===== src/design/sfr_regs.vh =====
// constants for the serial flash array read path
`ifndef SFR_REGS_VH
`define SFR_REGS_VH

// read opcodes
`define SFR_OP_LEGACY_READ   8'he8
`define SFR_OP_FAST_READ     8'h0b
`define SFR_OP_SLOW_READ     8'h03
`define SFR_OP_PAGE_READ     8'hd2

// header lengths in serial bits: opcode + address + dummy bytes
`define SFR_HDR_BITS_LEGACY  7'h40
`define SFR_HDR_BITS_FAST    7'h28
`define SFR_HDR_BITS_SLOW    7'h20
`define SFR_HDR_BITS_PAGE    7'h40
`define SFR_HDR_BITS_NONE    7'h00

// bit counter values closing the opcode and address fields
`define SFR_OPC_LAST_BIT     7'h07
`define SFR_ADDR_LAST_BIT    7'h1f

// address field layout inside the 24 address bits
`define SFR_PAGE_MSB_264     19
`define SFR_PAGE_LSB_264     9
`define SFR_PAGE_MSB_256     18
`define SFR_PAGE_LSB_256     8

// page and array ends
`define SFR_LAST_OFFSET_264  9'h107
`define SFR_LAST_OFFSET_256  9'h0ff
`define SFR_LAST_PAGE        11'h7ff

// serial clock limits placed on the host, in mhz
`define SFR_FAST_READ_CLOCK_LIMIT_MHZ  66
`define SFR_SLOW_READ_CLOCK_LIMIT_MHZ  33

// synchroniser reset value: {page_256, si, sck, cs_b}
`define SFR_SYNC_RESET       4'h1

`endif


===== src/design/sfr_array_read.v =====
// serial flash main array read command path, sampled on ref_clk
//
// Contract
// - accept clock modes 0 and 3
// - legacy read: e8, address, four dummies
// - 264 pages: 11 page, 9 offset bits
// - 256 pages: 11 page, 8 offset bits
// - address counter advances by itself
// - dummies initialise, then data drives out
// - page end continues at next page
// - array end wraps to first page
// - select rise stops read, output released
// - reads leave data buffers untouched
// - fast read: 0b, address, one dummy
// - slow read: 03, address, no dummy
// - page read: d2, address, four dummies
// - page read wraps within same page
// - command starts at select fall, opcode
// - all fields most significant bit first
// - reset aborts read, stays idle
`timescale 1ns/1ps
`include "sfr_regs.vh"
module sfr_array_read (
    input  wire        ref_clk,
    input  wire        rst_b,
    input  wire        cs_b,
    input  wire        sck,
    input  wire        si,
    input  wire        page_256,
    input  wire [7:0]  mem_rd_data,
    output reg         so_out,
    output reg         so_oe,
    output reg         mem_rd,
    output reg  [10:0] mem_page,
    output reg  [8:0]  mem_offset
);

    // command states
    localparam [2:0] ST_IDLE   = 3'h0;
    localparam [2:0] ST_OPC    = 3'h1;
    localparam [2:0] ST_ADDR   = 3'h2;
    localparam [2:0] ST_DUMMY  = 3'h3;
    localparam [2:0] ST_DATA   = 3'h4;
    localparam [2:0] ST_IGNORE = 3'h5;

    wire [3:0] pins_sync;           // synchronised pin group
    wire       cs_b_s;              // select, active low
    wire       sck_s;               // serial clock
    wire       si_s;                // serial input
    wire       page_256_s;          // page size pin

    reg        sck_q;               // serial clock, one cycle older
    reg  [2:0] state;               // command state
    reg  [6:0] bit_cnt;             // header bits taken so far
    reg  [7:0] opcode;              // opcode shift register
    reg  [22:0] addr_sr;            // address shift register
    reg        page_mode;           // page size held for the command
    reg  [7:0] shreg;               // outgoing byte
    reg  [2:0] out_cnt;             // bit position in outgoing byte

    wire       sck_rise;            // serial clock rising edge
    wire       sck_fall;            // serial clock falling edge
    wire [7:0] next_opcode;         // opcode including current bit
    wire [23:0] next_addr;          // address including current bit
    wire [8:0] last_off;            // last byte offset of a page

    // header length per opcode, zero for unsupported commands
    function [6:0] hdr_bits;
        input [7:0] op;
        begin
            case (op)
                `SFR_OP_LEGACY_READ: hdr_bits = `SFR_HDR_BITS_LEGACY;
                `SFR_OP_FAST_READ:   hdr_bits = `SFR_HDR_BITS_FAST;
                `SFR_OP_SLOW_READ:   hdr_bits = `SFR_HDR_BITS_SLOW;
                `SFR_OP_PAGE_READ:   hdr_bits = `SFR_HDR_BITS_PAGE;
                default:             hdr_bits = `SFR_HDR_BITS_NONE;
            endcase
        end
    endfunction

    // page number from the 24 address bits
    function [10:0] dec_page;
        input [23:0] a;
        input        p256;
        begin
            if (p256) begin
                dec_page = a[`SFR_PAGE_MSB_256:`SFR_PAGE_LSB_256];
            end else begin
                dec_page = a[`SFR_PAGE_MSB_264:`SFR_PAGE_LSB_264];
            end
        end
    endfunction

    // byte offset from the 24 address bits
    function [8:0] dec_offset;
        input [23:0] a;
        input        p256;
        begin
            if (p256) begin
                dec_offset = {1'b0, a[`SFR_PAGE_LSB_256-1:0]};
            end else begin
                dec_offset = a[`SFR_PAGE_LSB_264-1:0];
            end
        end
    endfunction

    // pins cross into ref_clk through two flops
    sfr_sync #(
        .WIDTH     (4),
        .RESET_VAL (`SFR_SYNC_RESET)
    ) u_sync (
        .ref_clk  (ref_clk),
        .rst_b    (rst_b),
        .pin_in   ({page_256, si, sck, cs_b}),
        .sync_out (pins_sync)
    );

    assign cs_b_s     = pins_sync[0];
    assign sck_s      = pins_sync[1];
    assign si_s       = pins_sync[2];
    assign page_256_s = pins_sync[3];

    // edges of the synchronised serial clock
    assign sck_rise = sck_s & ~sck_q;
    assign sck_fall = ~sck_s & sck_q;

    // shift in msb first
    assign next_opcode = {opcode[6:0], si_s};
    assign next_addr   = {addr_sr, si_s};

    // page end depends on the page size held for this command
    assign last_off = page_mode ? `SFR_LAST_OFFSET_256 : `SFR_LAST_OFFSET_264;

    // command sequencer, serial shifter and address counter
    always @(posedge ref_clk or negedge rst_b) begin
        if (!rst_b) begin
            // reset aborts everything and holds idle
            sck_q      <= 1'b0;
            state      <= ST_IDLE;
            bit_cnt    <= 7'h00;
            opcode     <= 8'h00;
            addr_sr    <= 23'h000000;
            page_mode  <= 1'b0;
            shreg      <= 8'h00;
            out_cnt    <= 3'h0;
            so_out     <= 1'b0;
            so_oe      <= 1'b0;
            mem_rd     <= 1'b0;
            mem_page   <= 11'h000;
            mem_offset <= 9'h000;
        end else begin
            sck_q  <= sck_s;
            mem_rd <= 1'b0;
            if (cs_b_s) begin
                // deselected: stop and release the output
                state  <= ST_IDLE;
                so_oe  <= 1'b0;
                so_out <= 1'b0;
            end else if (state == ST_IDLE) begin
                // select fall starts a new command, page size latched
                state     <= ST_OPC;
                bit_cnt   <= 7'h00;
                out_cnt   <= 3'h0;
                page_mode <= page_256_s;
                so_oe     <= 1'b0;
            end else if (sck_rise) begin
                // header bits taken on rising edges in mode 0 and 3
                case (state)
                    ST_OPC: begin
                        opcode  <= next_opcode;
                        bit_cnt <= bit_cnt + 7'h01;
                        if (bit_cnt == `SFR_OPC_LAST_BIT) begin
                            // unsupported opcodes wait for deselect
                            if (hdr_bits(next_opcode) != `SFR_HDR_BITS_NONE) begin
                                state <= ST_ADDR;
                            end else begin
                                state <= ST_IGNORE;
                            end
                        end
                    end
                    ST_ADDR: begin
                        addr_sr <= next_addr[22:0];
                        bit_cnt <= bit_cnt + 7'h01;
                        if (bit_cnt == `SFR_ADDR_LAST_BIT) begin
                            // start address decoded and first byte fetched
                            mem_page   <= dec_page(next_addr, page_mode);
                            mem_offset <= dec_offset(next_addr, page_mode);
                            mem_rd     <= 1'b1;
                            if (hdr_bits(opcode) == `SFR_HDR_BITS_SLOW) begin
                                state <= ST_DATA;
                            end else begin
                                state <= ST_DUMMY;
                            end
                        end
                    end
                    ST_DUMMY: begin
                        // dummy bits only count as initialisation time
                        bit_cnt <= bit_cnt + 7'h01;
                        if (bit_cnt == hdr_bits(opcode) - 7'h01) begin
                            state <= ST_DATA;
                        end
                    end
                    default: begin
                        // data and ignore phases take no input
                        state <= state;
                    end
                endcase
            end else if (sck_fall && state == ST_DATA) begin
                // data driven on falling edges, msb first
                so_oe   <= 1'b1;
                out_cnt <= out_cnt + 3'h1;
                if (out_cnt == 3'h0) begin
                    // new byte from the array, next one prefetched
                    shreg  <= {mem_rd_data[6:0], 1'b0};
                    so_out <= mem_rd_data[7];
                    mem_rd <= 1'b1;
                    if (mem_offset == last_off) begin
                        mem_offset <= 9'h000;
                        if (opcode == `SFR_OP_PAGE_READ) begin
                            mem_page <= mem_page;
                        end else if (mem_page == `SFR_LAST_PAGE) begin
                            mem_page <= 11'h000;
                        end else begin
                            mem_page <= mem_page + 11'h001;
                        end
                    end else begin
                        mem_offset <= mem_offset + 9'h001;
                    end
                end else begin
                    so_out <= shreg[7];
                    shreg  <= {shreg[6:0], 1'b0};
                end
            end
        end
    end

endmodule


===== src/design/sfr_sync.v =====
// two flip-flop synchroniser for a group of pin inputs
`timescale 1ns/1ps
module sfr_sync #(
    parameter       WIDTH     = 4,
    parameter [3:0] RESET_VAL = 4'h0
) (
    input  wire             ref_clk,
    input  wire             rst_b,
    input  wire [WIDTH-1:0] pin_in,
    output reg  [WIDTH-1:0] sync_out
);

    reg [WIDTH-1:0] meta;    // first stage, read only by second stage

    // both stages reset to constants
    always @(posedge ref_clk or negedge rst_b) begin
        if (!rst_b) begin
            meta     <= RESET_VAL[WIDTH-1:0];
            sync_out <= RESET_VAL[WIDTH-1:0];
        end else begin
            meta     <= pin_in;
            sync_out <= meta;
        end
    end

endmodule


===== config.mk =====
export PLATFORM = sky130hd
export DESIGN_NAME = sfr_array_read
export DESIGN_NICKNAME = d
export VERILOG_FILES = /design/src/design/sfr_array_read.v /design/src/design/sfr_sync.v
export VERILOG_INCLUDE_DIRS = /design/src /design/src/design
export SDC_FILE = /design/constraint.sdc
export NUM_CORES = 1
export LEC_CHECK = 0
export BUFFER_PORTS_ARGS = -buffer_cell sky130_fd_sc_hd__buf_2
export CORE_MARGIN = 4
export CORE_UTILIZATION = 54
export DETAILED_ROUTE_END_ITERATION = 10
export PLACE_DENSITY = 0.84
export SLEW_MARGIN = 30
export SYNTH_ARGS = -nofsm -noshare
export SYNTH_HDL_FRONTEND = slang
export SYNTH_SLANG_ARGS = --single-unit

===== constraint.sdc =====
create_clock -name ref_clk -period 2.4 [get_ports ref_clk]
set_input_delay 0.48 -clock ref_clk [delete_from_list [all_inputs] [get_ports ref_clk]]
set_output_delay 0.48 -clock ref_clk [all_outputs]
set_load 0.05 [all_outputs]

# ---- Yosys cells after proc, flatten, opt, wreduce, memory -nomap -nowiden
# Index checks and enable logic that the tools add are counted.
dict set report classes {
  addsub 5
  eq_ne 28
  mux 65
  n_bitwise 7
  n_reduce_logical 28
}
# cell count
set op_table {}
lappend op_table {{7-bit two-way mux} 17}
lappend op_table {{11-bit two-way mux} 9}
lappend op_table {{9-bit two-way mux} 8}
lappend op_table {{7-bit case mux with 3 select lines} 2}
lappend op_table {{3-bit two-way mux} 11}
lappend op_table {{8-bit == test (second input constant)} 4}
lappend op_table {{8-bit by 2-bit == test with 1-bit output (second input constant)} 2}
lappend op_table {{8-bit by 4-bit == test with 1-bit output (second input constant)} 2}
lappend op_table {{1-bit two-way mux} 16}
lappend op_table {{2-bit nonzero test} 7}
lappend op_table {{4-bit by 3-bit inequality test with 1-bit output (second input constant)} 3}
lappend op_table {{4-bit AND reduction} 3}
lappend op_table {{11-bit by 1-bit adder with 11-bit output (second input constant)} 1}
lappend op_table {{11-bit == test (second input constant)} 1}
lappend op_table {{2-bit by 1-bit inequality test with 1-bit output (second input constant)} 5}
lappend op_table {{9-bit by 1-bit adder with 9-bit output (second input constant)} 1}
lappend op_table {{9-bit == test} 1}
lappend op_table {{3-bit case mux with 3 select lines} 1}
lappend op_table {{3-bit AND reduction} 3}
lappend op_table {{8-bit two-way mux} 1}
lappend op_table {{8-bit AND reduction} 1}
lappend op_table {{7-bit by 1-bit adder with 7-bit output (second input constant)} 1}
lappend op_table {{7-bit by 3-bit == test with 1-bit output (second input constant)} 1}
lappend op_table {{7-bit by 5-bit == test with 1-bit output (second input constant)} 1}
lappend op_table {{other kinds (21)} 31}
dict set report word_totals {
  register_bits 81
  in_bits 14
  out_inout_bits 23
  word_cells 148
}

# ---- Depth between registers and ports, before layout
# Gate-level depths: netlist of the first run.
dict set report logic_depth {
  depth_word 15
  ltp_mapped 9
  ltp_nobuf 8
}

# ---- Modules after synthesis
# Synthesis of the first run repeated with hierarchy kept, for this count alone.
dict set report unflattened {
  hier_cells 403
  hier_area_um2 4187.8
}
# mod instances cells_each area_each_um2 seq_area_each_um2
set by_module_without_submodules {}
lappend by_module_without_submodules {sfr_array_read 1 395 3985.1 1801.7}
lappend by_module_without_submodules {sfr_sync 1 8 202.7 202.7}

# ---- Worst setup path after synthesis of the first run
# Ideal clock, no wire load.
dict set report synth_path {
  kind {reg2reg}
  start {register opcode[4]}
  end {register state[1]}
  setup_ps 128
  t_arrival_ps 2316
  required_ps 2272
  setup_slack_ps -43
  path_stages_with_launch 9
  n_path_buf 0
  synth_period_minus_slack_ps 2443
  path_cell_list {dfrtp_1 > nor4b_1 > nand4_1 > ha_1 > xor2_1 > or3b_1 > mux2i_1 > o211ai_1 > mux2_1}
}
dict set report synth_via {
  elab_chain_cells 15
  elab_cells_between_ends 40
  cone_classes {add/sub: 1; eq/ne: 11; mux: 24; reduce/logical: 4}
}
# element line
set synth_lines {}
lappend synth_lines {{start: declaration} sfr_array_read.v:55} ;# reg [7:0] opcode;
lappend synth_lines {{start signal: assignment} sfr_array_read.v:170} ;# opcode <= next_opcode;
lappend synth_lines {{parallel branches: the longest is 15 deep, another holds 7-bit by 1-bit subtractor with 7-bit output} -}
lappend synth_lines {{end signal: assignment} sfr_array_read.v:205} ;# state <= state;
lappend synth_lines {{end: declaration} sfr_array_read.v:53} ;# reg [2:0] state;
# Parallel ways; which one is timed is not known. The select of a mux whose other input is x is not followed.
# A chain may end at the register's enable or synchronous reset.

# ---- Worst setup path in the final report of the first run
dict set report layout_path {
  start {register opcode[5]}
  end {register state[1]}
}
# Same word-level chain as after synthesis.

==> results of run 1 <==
-- through the flow --
step	total power [W]	hold WS (ns)	TNS (ns)	cells
2_1_floorplan	0.00266	0.184	0	406
3_3_place_gp	0.00296	0.334	0	543
3_5_place_dp	0.00300	0.335	-0.0650	543
4_1_cts	0.00425	0.151	-0.0732	561
5_1_grt	0.00449	0.167	-0.417	561
6_report	0.00424	0.131	-0.0762	561
-- worst reg2reg max path: stages, from the launching register on --
cell,delay [ns]
dfrtp_2,0.45
nor4b_4,0.27
nand4_1,0.16
ha_1,0.32
xor2_1,0.17
or3b_1,0.35
mux2i_1,0.21
o211ai_1,0.12
mux2_1,0.32
-- synthesized netlist by cell type (all sizes together) (4+ instances only) --
| library cell | number | area (um2) |
|---|---|---|
| o31ai | 7 | 52.6 |
| buf | 12 | 87.6 |
| nor4b | 4 | 65.1 |
| or2 | 6 | 40.0 |
| dfrtp | 78 | 1950 |
| o21ai | 33 | 169 |
| xor2 | 5 | 43.8 |
| nand4 | 7 | 43.8 |
| nor3 | 15 | 80.1 |
| nor2b | 6 | 37.5 |
| mux2i | 14 | 140 |
| a21oi | 19 | 98.9 |
| nor2 | 31 | 124 |
| inv | 12 | 45.0 |
| nand2 | 23 | 86.3 |
| ha | 7 | 87.6 |
| nand3 | 15 | 75.1 |
| mux2 | 36 | 443 |
| o22ai | 6 | 37.5 |
| clkbuf | 9 | 33.8 |
-- cell usage in the layout (no fill, tap or decap), types with 4 or more instances in the layout --
master,count
a21oi_1,18
buf_2,35
buf_4,22
clkbuf_8,9
dfrtp_1,76
ha_1,7
inv_1,11
mux2_2,25
mux2_4,10
mux2i_1,14
nand2_1,23
nand3_1,15
nand4_1,7
nor2_1,30
nor2b_1,6
nor3_1,14
nor4b_4,4
o21ai_0,27
o21ai_1,5
o22ai_1,6
o31ai_1,7
or2_2,4
xor2_1,5
-- report_power, final --
part / switching, W / internal [W]
Clock: 0.000521 / 0.000705
Combinational: 0.000731 / 0.000548
Sequential: 0.000190 / 0.00154
-- logic make-up (layout without fill, tap and decap cells) --
family / count (synthesis) / in the layout / synth area share, %
AO/OA/AOI/OAI: 97 / 97 / 14.8
XOR/XNOR: 6 / 6 / 1.23
adder cells (fa/ha/maj): 7 / 7 / 2.04
buffers and inverters: 33 / 86 / 3.88
flip-flops: 80 / 80 / 46.8
multiplexers: 50 / 50 / 13.6
AND/OR/NAND/NOR: 133 / 133 / 17.7
-- worst max-delay path by stage --
stage | slack, ns | start | endpoint
after floorplan | 0.004 | opcode[6] | state[1]
after global placement | 0.02 | opcode[5] | state[1]
after detailed placement | -0.06 | opcode[5] | state[1]
after CTS | -0.07 | opcode[5] | state[1]
after global routing | -0.19 | opcode[5] | state[1]
final | -0.08 | opcode[5] | state[1]
-- per-layer routing --
metal | share of wire (%) | GRT usage [%] | vias to the layer above
li1 | - | - | 1608
met1 | 43 | 25.8 | 1634
met2 | 49 | 33.0 | 111
met3 | 6.1 | 3.95 | 17
met4 | 1.3 | 7.24 | 0
met5 | 0 | 0 | -
-- state kept, by name, summed over array words and instances, names as in the netlist --
signal,flops
addr_sr,19
mem_page,11
mem_offset,9
opcode,8
bit_cnt,7
shreg,7
u_sync.meta,4
u_sync.sync_out,4
out_cnt,3
state,3
mem_rd,1
page_mode,1
sck_q,1
so_oe,1
so_out,1
-- what timing repair did --
action | 4_1_cts | 5_1_grt
pin swaps | 2 | 2
resized for setup | 4 | 0
setup buffers | 2 | 0
endpoints found under the setup margin | 1 | 3
endpoints found under the hold margin | 0 | 0
-- area by class of cell --
class,count,area (um2),share of cell area (%)
clock buffers,9,124,2.51
well taps,102,128,2.59
clock inverters,7,126,2.56
flip-flops and latches,80,2010,40.7
repair buffers,58,360,7.30
multi-input cells,293,2140,43.5
inverters,12,45.0,0.913
==> impl_metrics.json, run 1 <==
{
  "outcome": "finished with violations",
  "failed_checks": "negative setup slack",
  "grt_first_pass_wirelength_mm": 15.7,
  "vdd_drop_max_v": 0.000641,
  "ctsHtreeMaxLevel": 3,
  "drc": 0,
  "fp.dieW_um": 97.1,
  "hold_buffers": 0,
  "antennaDiodeCount": 0,
  "fin_area_um2": 4930,
  "setup_viol": 1,
  "async_reset_ff_share_pct": 100,
  "endpoint_kind": "flip-flop",
  "dp_hpwl_mm": 6.44,
  "cts_sinks": 80,
  "num_vias": 3370,
  "critPathRequiredTime_ns": 2.63,
  "path_class": "reg -> reg",
  "path_cells": "nor4b_4 -> nand4_1 -> ha_1 -> xor2_1 -> or3b_1 -> mux2i_1 -> o211ai_1 -> mux2_1",
  "start_util_pct": 55.5,
  "drive_gt1_share_pct": 28.8,
  "worstRegToRegCells": 8,
  "place_area_um2": 4650,
  "fin_crit_ns": 2.48,
  "ant_nets": 0,
  "grt_pass1_vias": 3294,
  "nFillCells": 614,
  "slowest_delay_ns": 0.45,
  "rows": 32,
  "overflow": 0,
  "rsz0062_at_grt": "true",
  "place_ws_ns": -0.0650,
  "cts-buffers-inserted": 9,
  "leakage_nw": 2.32,
  "drv_slew": 0,
  "post_drt_via_cell_ratio": 6.01,
  "critPathMaxFanout": 3,
  "drt_iter0_markers": 252,
  "r2r_setup_slack_ns": -0.08,
  "netlist-cell-type-count": 69,
  "tightest_slew_ns": 0.534,
  "io_pins": 37,
  "worst-path-stages": 8,
  "synthCells": 406,
  "path_clk_slew_ns": 0.08,
  "ys.flop_type": "dfrtp_1",
  "fin_nets": 475,
  "die_h_um": 97.1,
  "grtUsageTotal_pct": 19.8,
  "ys_ff_latch": 80,
  "globalplace.congestion": 0.916,
  "fin_crit_sh_pct": 103,
  "clk_latency_ns": 0.35,
  "path_buf_inv": 0,
  "crit_slowest_cell": "dfrtp_2",
  "r2r_start": "opcode[5]",
  "max_slew_margin_pct": 64.4,
  "drv_cap": 0,
  "netlist_area_um2": 4290,
  "wl_per_cell_um": 16.1,
  "avgSynthCellArea_um2": 10.6,
  "first_pass_iters": 5,
  "arrival_ns": 2.71,
  "layout_setup_ws_ns": -0.0762,
  "synth-warning-count": 0,
  "final_util_pct": 63.9,
  "synth_nets": 427,
  "drt_wl_total_mm": 9.05,
  "dieArea_um2": 9430,
  "hold_class": "in -> async",
  "r2r-end": "state[1]",
  "grt_max_degree": 81,
  "clockBufferDepth": 2,
  "ctsRootBufferMaster": "clkbuf_8",
  "synthToLayoutAreaGrowth_pct": 15.2,
  "seq_area_frac_synth_pct": 46.8,
  "start_kind": "flip-flop",
  "fmax_mhz": 404,
  "core_um2": 7730,
  "skew_ns": 0.00923,
  "synth_edf_count": 0,
  "portBuffers": 36,
  "cts_tree": "yes",
  "antenna_found_initial": 0,
  "hold_violations": 0,
  "cp_top_family": "simple AND/OR/NAND/NOR gates",
  "power-per-cell-area_nw_per_um2": 859
}
(Power assumes the default switching activity.)
==> run 2: changes to the inputs <==
==> constraint.sdc (replaced) <==
create_clock -name ref_clk -period 2.4 [get_ports ref_clk]
set_input_delay 0.12 -clock ref_clk [delete_from_list [all_inputs] [get_ports ref_clk]]
set_output_delay 0.12 -clock ref_clk [all_outputs]
set_load 0.05 [all_outputs]
==> run 2 against run 1 <==
Effect of this change: the run still ends with negative setup slack left; non-clock buffer count rose by 9; die area is the same; count of clock-buffer cells in the layout grew 2; first-iteration DRC count shrank 16%; utilization increased by 0.73 points; largest cell class unchanged.
==> impl_metrics.json, run 2 (same netlist as run 1, synthesis figures left out) <==
{
  "post_drt_via_cell_ratio": 6.09,
  "setup_viol": 3,
  "dieArea_um2": 9430,
  "holdPathEnd": "shreg[1]",
  "switching_share_pct": 35.4,
  "fin_area_um2": 4990,
  "ant_nets": 0,
  "clk_latency_ns": 0.35,
  "hold_ws_ns": 0.0236,
  "hold_depth": 3,
  "hold_class": "in -> reg",
  "dp_hpwl_mm": 6.54,
  "num_vias": 3473,
  "p_seq_share_pct": 43.0,
  "placed_cells": 543,
  "globalplace.congestion": 0.903,
  "internal_power_w": 0.00265,
  "core_um2": 7730,
  "fin_nets": 484,
  "fin_crit_ns": 2.57,
  "worstRegToRegCells": 8,
  "io_pins": 37,
  "drt_wl_total_mm": 9.53,
  "first_pass_iters": 5,
  "pwr-share-clk_pct": 25.3,
  "rsz0062_at_grt": "true",
  "antennaDiodeCount": 0,
  "skew_ns": 0.0134,
  "reg_top3": "addr_sr (19), mem_page (11), mem_offset (9)",
  "grtUsageTotal_pct": 20.7,
  "drv_slew": 0,
  "grt_pass1_vias": 3356,
  "grt_max_degree": 52,
  "drc": 0,
  "wl_per_cell_um": 16.7,
  "cts_sinks": 80,
  "start_kind": "flip-flop",
  "place_area_um2": 4650,
  "layout_setup_ws_ns": -0.168,
  "wl_met2_mm": 4.72,
  "r2r_setup_slack_ns": -0.17,
  "tightest_slew_ns": 0.655,
  "start_util_pct": 55.5,
  "die_h_um": 97.1,
  "power-per-cell-area_nw_per_um2": 822,
  "fp.dieW_um": 97.1,
  "critPathRequiredTime_ns": 2.63,
  "drv_cap": 0,
  "failed_checks": "negative setup slack",
  "ctsRootBufferMaster": "clkbuf_8",
  "min-delay-start": "mem_rd_data[0]",
  "largest_reg_flops": 19,
  "cts-buffers-inserted": 9,
  "largest_register": "addr_sr",
  "critPathMaxFanout": 4,
  "final_cell_mix": "dfrtp_1, buf_2, nor2_1",
  "overflow": 0,
  "cts_tree": "yes",
  "hold_violations": 0,
  "p_sw_w": 0.00145,
  "drive_gt1_share_pct": 29.5,
  "path_clk_slew_ns": 0.08,
  "vdd_drop_max_v": 0.000638,
  "grt_first_pass_wirelength_mm": 16.2,
  "r2r_start": "opcode[5]",
  "drt_iter0_markers": 211,
  "rows": 32,
  "path_class": "reg -> reg",
  "fin_crit_sh_pct": 107,
  "final_cell_count_no_fill": 570,
  "max_slew_margin_pct": 56.3,
  "wl_met1_mm": 4.02,
  "p_comb_share_pct": 31.7,
  "outcome": "finished with violations",
  "arrival_ns": 2.79,
  "leakage_nw": 2.35,
  "endpoint_kind": "flip-flop",
  "ctsHtreeMaxLevel": 3,
  "layout_commonest_cell": "dfrtp_1",
  "portBuffers": 36,
  "dr_wl_met3_um": 562,
  "fmax_mhz": 389,
  "antenna_found_initial": 0,
  "synthToLayoutAreaGrowth_pct": 16.5,
  "clockBufferDepth": 2,
  "highest_layer": "met4",
  "r2r-end": "state[1]"
}
[run 2: cell count changes in the layout (fill, tap and decap cells not counted), sizes merged]
cell / previous run / this run
dlygate4sd3: 0 / 5
clkbuf: 9 / 11
buf: 58 / 62
bufinv: 3 / 1
clkinvlp: 1 / 2
inv: 15 / 14
[run 2: timing repair]
action | CTS | global route
setup endpoints to repair | 2 | 3
hold endpoints to repair | 52 | 0
gates resized for setup | 4 | 2
setup buffers | 4 | 2
cloned | 0 | 0
hold buffers | 5 | 0
pin swaps | 1 | 5
[run 2: metal layers]
layer	up-vias	GRT usage (%)
met5	-	0
met4	0	8.32
met3	26	3.88
met2	134	33.7
met1	1703	27.5
li1	1610	-
[run 2: final cells by class]
cell class | count | area, um2
sequential | 80 | 2010
clock inverter | 5 | 62.6
tap | 102 | 128
fill | 577 | 2740
multi-input combinational | 293 | 2160
inverter | 12 | 45.0
clock buffer | 11 | 151
timing repair buffer | 67 | 440
[run 2: power groups by stage]
stage	Combinational, W	Sequential [W]	Clock [W]
6_report	0.00130	0.00176	0.00104
5_1_grt	0.00144	0.00179	0.00113
4_1_cts	0.00126	0.00175	0.00107
3_5_place_dp	0.00123	0.00177	0
3_3_place_gp	0.00119	0.00176	0
2_1_floorplan	0.000803	0.00185	0
[run 2: worst max path at each step]
stage / start / endpoint / slack, ns / cells after the start
floorplan: opcode[6] / state[1] / 0.004 / 8
global placement: opcode[5] / state[1] / -0.004 / 8
detailed placement: opcode[5] / state[1] / -0.11 / 8
CTS: opcode[6] / state[1] / -0.10 / 8
global route: opcode[5] / state[1] / -0.29 / 8
finish: opcode[5] / state[1] / -0.17 / 8
[run 2: through the flow]
stage / setup slack (ns) / TNS [ns] / utilization, % / total power [W]
detailed placement: -0.109 / -0.118 / 60.2 / 0.00300
global route: -0.295 / -0.615 / 64.6 / 0.00435
global placement: -0.00400 / -0.00400 / 60.2 / 0.00295
finish: -0.168 / -0.237 / 64.6 / 0.00410
floorplan: 0.00422 / 0 / - / 0.00266
CTS: -0.100 / -0.100 / 64.2 / 0.00408
[run 2: critical path, cell delays in order, from the launching register on]
cell and delay, ns:
dfrtp_2 0.47, nor4b_4 0.32, nand4_1 0.16, ha_1 0.35, xor2_2 0.16, or3b_1 0.35, mux2i_1 0.19, o211ai_1 0.12
mux2_1 0.33
==> run 3: changes to the inputs <==
--- a/config.mk
+++ b/config.mk
@@ -8,9 +8,10 @@
 export LEC_CHECK = 0
 export BUFFER_PORTS_ARGS = -buffer_cell sky130_fd_sc_hd__buf_2
 export CORE_MARGIN = 4
-export CORE_UTILIZATION = 54
+export CORE_UTILIZATION = 59
 export DETAILED_ROUTE_END_ITERATION = 10
-export PLACE_DENSITY = 0.84
+export GPL_TIMING_DRIVEN = 0
+export PLACE_DENSITY = 0.87
 export SLEW_MARGIN = 30
 export SYNTH_ARGS = -nofsm -noshare
 export SYNTH_HDL_FRONTEND = slang
==> constraint.sdc (replaced) <==
create_clock -name ref_clk -period 3.29 [get_ports ref_clk]
set_input_delay 0.1645 -clock ref_clk [delete_from_list [all_inputs] [get_ports ref_clk]]
set_output_delay 0.1645 -clock ref_clk [all_outputs]
set_load 0.05 [all_outputs]
==> run 3 against run 2 <==
Effect of this change: the flow now finishes without violations; critical path depth stayed put; register-to-register slack improved by 0.64 ns; sequential share of layout area grew 0.89 points; design area fell by 2.3%; wire length decreased by 0.33%; utilization grew 6.0 points; non-clock buffer count is 4 lower; critical endpoint unchanged.
==> impl_metrics.json, run 3 (same netlist as run 1, synthesis figures left out) <==
{
  "outcome": "completed",
  "layout_commonest_cell": "dfrtp_1",
  "fin_nets": 480,
  "vdd_drop_max_v": 0.000393,
  "rsz0062_at_grt": "false",
  "cts-buffers-inserted": 9,
  "fmax_mhz": 355,
  "grt_pass1_vias": 3402,
  "arrival_ns": 3.06,
  "num_vias": 3450,
  "rows": 30,
  "cts_sinks": 80,
  "grt_first_pass_wirelength_mm": 15.9,
  "setup_viol": 0,
  "tightest_slew_ns": 0.702,
  "place_ws_ns": 0.528,
  "drv_slew": 0,
  "clockBufferDepth": 2,
  "critPathRequiredTime_ns": 3.53,
  "final_cell_mix": "dfrtp_1, buf_2, nor2_1",
  "layout_setup_ws_ns": 0.477,
  "drt_wl_total_mm": 9.50,
  "fp.dieW_um": 93.2,
  "final_util_pct": 70.6,
  "nFillCells": 532,
  "die_h_um": 93.2,
  "drv_cap": 0,
  "post_drt_via_cell_ratio": 6.16,
  "globalplace.congestion": 0.931,
  "wl_per_cell_um": 17.0,
  "drt_iter0_markers": 211,
  "min-delay-start": "mem_rd_data[0]",
  "io_pins": 37,
  "largest_reg_flops": 19,
  "crit_start": "opcode[4]",
  "largest_register": "addr_sr",
  "ant_nets": 0,
  "synthToLayoutAreaGrowth_pct": 13.8,
  "path_class": "reg -> reg",
  "ctsRootBufferMaster": "clkbuf_8",
  "reg_top3": "addr_sr (19), mem_page (11), mem_offset (9)",
  "hold_ws_ns": 0.0485,
  "endpoint_kind": "flip-flop",
  "overflow": 0,
  "first_pass_iters": 5,
  "max_slew_margin_pct": 52.8,
  "start_kind": "flip-flop",
  "fin_crit_sh_pct": 85.5,
  "fin_setup_tns_ns": 0,
  "cts_tree": "yes",
  "ctsHtreeMaxLevel": 3,
  "power-per-cell-area_nw_per_um2": 610,
  "clk_latency_ns": 0.37,
  "leakage_nw": 2.28,
  "drc": 0,
  "portBuffers": 36,
  "dieArea_um2": 8690,
  "core_um2": 6910,
  "hold_violations": 0,
  "hold_class": "in -> reg",
  "r2r_start": "opcode[4]",
  "path_clk_slew_ns": 0.09,
  "drive_gt1_share_pct": 25.4,
  "cts_resized": 0,
  "skew_ns": 0.0156,
  "grt_max_degree": 49,
  "start_util_pct": 62.0,
  "antenna_found_initial": 0,
  "critPathMaxFanout": 9,
  "antennaDiodeCount": 0,
  "grtUsageTotal_pct": 23.0,
  "dp_hpwl_mm": 6.58,
  "fin_crit_ns": 2.81
}
## run 3: critical path, stage by stage, from the launching register on
cell and delay [ns]:
dfrtp_1 0.48, nor4b_1 0.33, nand4_1 0.22, ha_1 0.35, xor2_1 0.18, or3b_1 0.37, mux2i_1 0.29, o211ai_1 0.13
mux2_1 0.33
## run 3: area by class of cell
| cell class | instances | area, um2 | share of cell area [%] |
|---|---|---|---|
| Clock inverter | 6 | 91.3 | 1.87 |
| Clock buffer | 10 | 128 | 2.62 |
| Timing Repair Buffer | 42 | 253 | 5.18 |
| Inverter | 12 | 45.0 | 0.924 |
| Sequential cell | 80 | 2000 | 41.1 |
| Buffer | 21 | 121 | 2.49 |
| Multi-Input combinational cell | 293 | 2110 | 43.4 |
| Tap cell | 96 | 120 | 2.46 |
## run 3: layer usage
layer	routed length [um]	vias to the layer above	GRT usage [%]
met5	0	-	0
met4	148	0	9.52
met3	492	19	4.42
met2	4750	117	38.2
met1	4110	1699	29.5
li1	-	1615	-
## run 3: worst paths after layout
kind                                      end  slack [ns]  depth (start not counted)
min                                  shreg[1]        0.05                          3
max in group asynchronous           opcode[2]        2.34                          3
min in group asynchronous         mem_page[7]        0.35                          2
max reg2reg                          state[1]        0.48                          8
min reg2reg                u_sync.sync_out[1]        0.36                          0
max                                  state[1]        0.48                          8
## run 3: stage by stage
| stage | cell area, um2 | std cells | power [W] |
|---|---|---|---|
| floorplan | 4290 | 406 | 0.00193 |
| global placement | 4590 | 538 | 0.00211 |
| detailed placement | 4610 | 539 | 0.00216 |
| CTS | 4880 | 560 | 0.00298 |
| global route | 4880 | 560 | 0.00314 |
| finish | 4880 | 560 | 0.00297 |
## run 3: power by group
part / internal (W) / switching, W / total, W
Clock: 0.000433 / 0.000383 / 0.000816
Combinational: 0.000355 / 0.000544 / 0.000899
Sequential: 0.00113 / 0.000133 / 0.00126
Total: 0.00191 / 0.00106 / 0.00297
## run 3: timing repair
item,4_1_cts,5_1_grt
buffers inserted,0,0
endpoints found under the hold margin,49,0
hold buffers,5,0
endpoints found under the setup margin,0,0
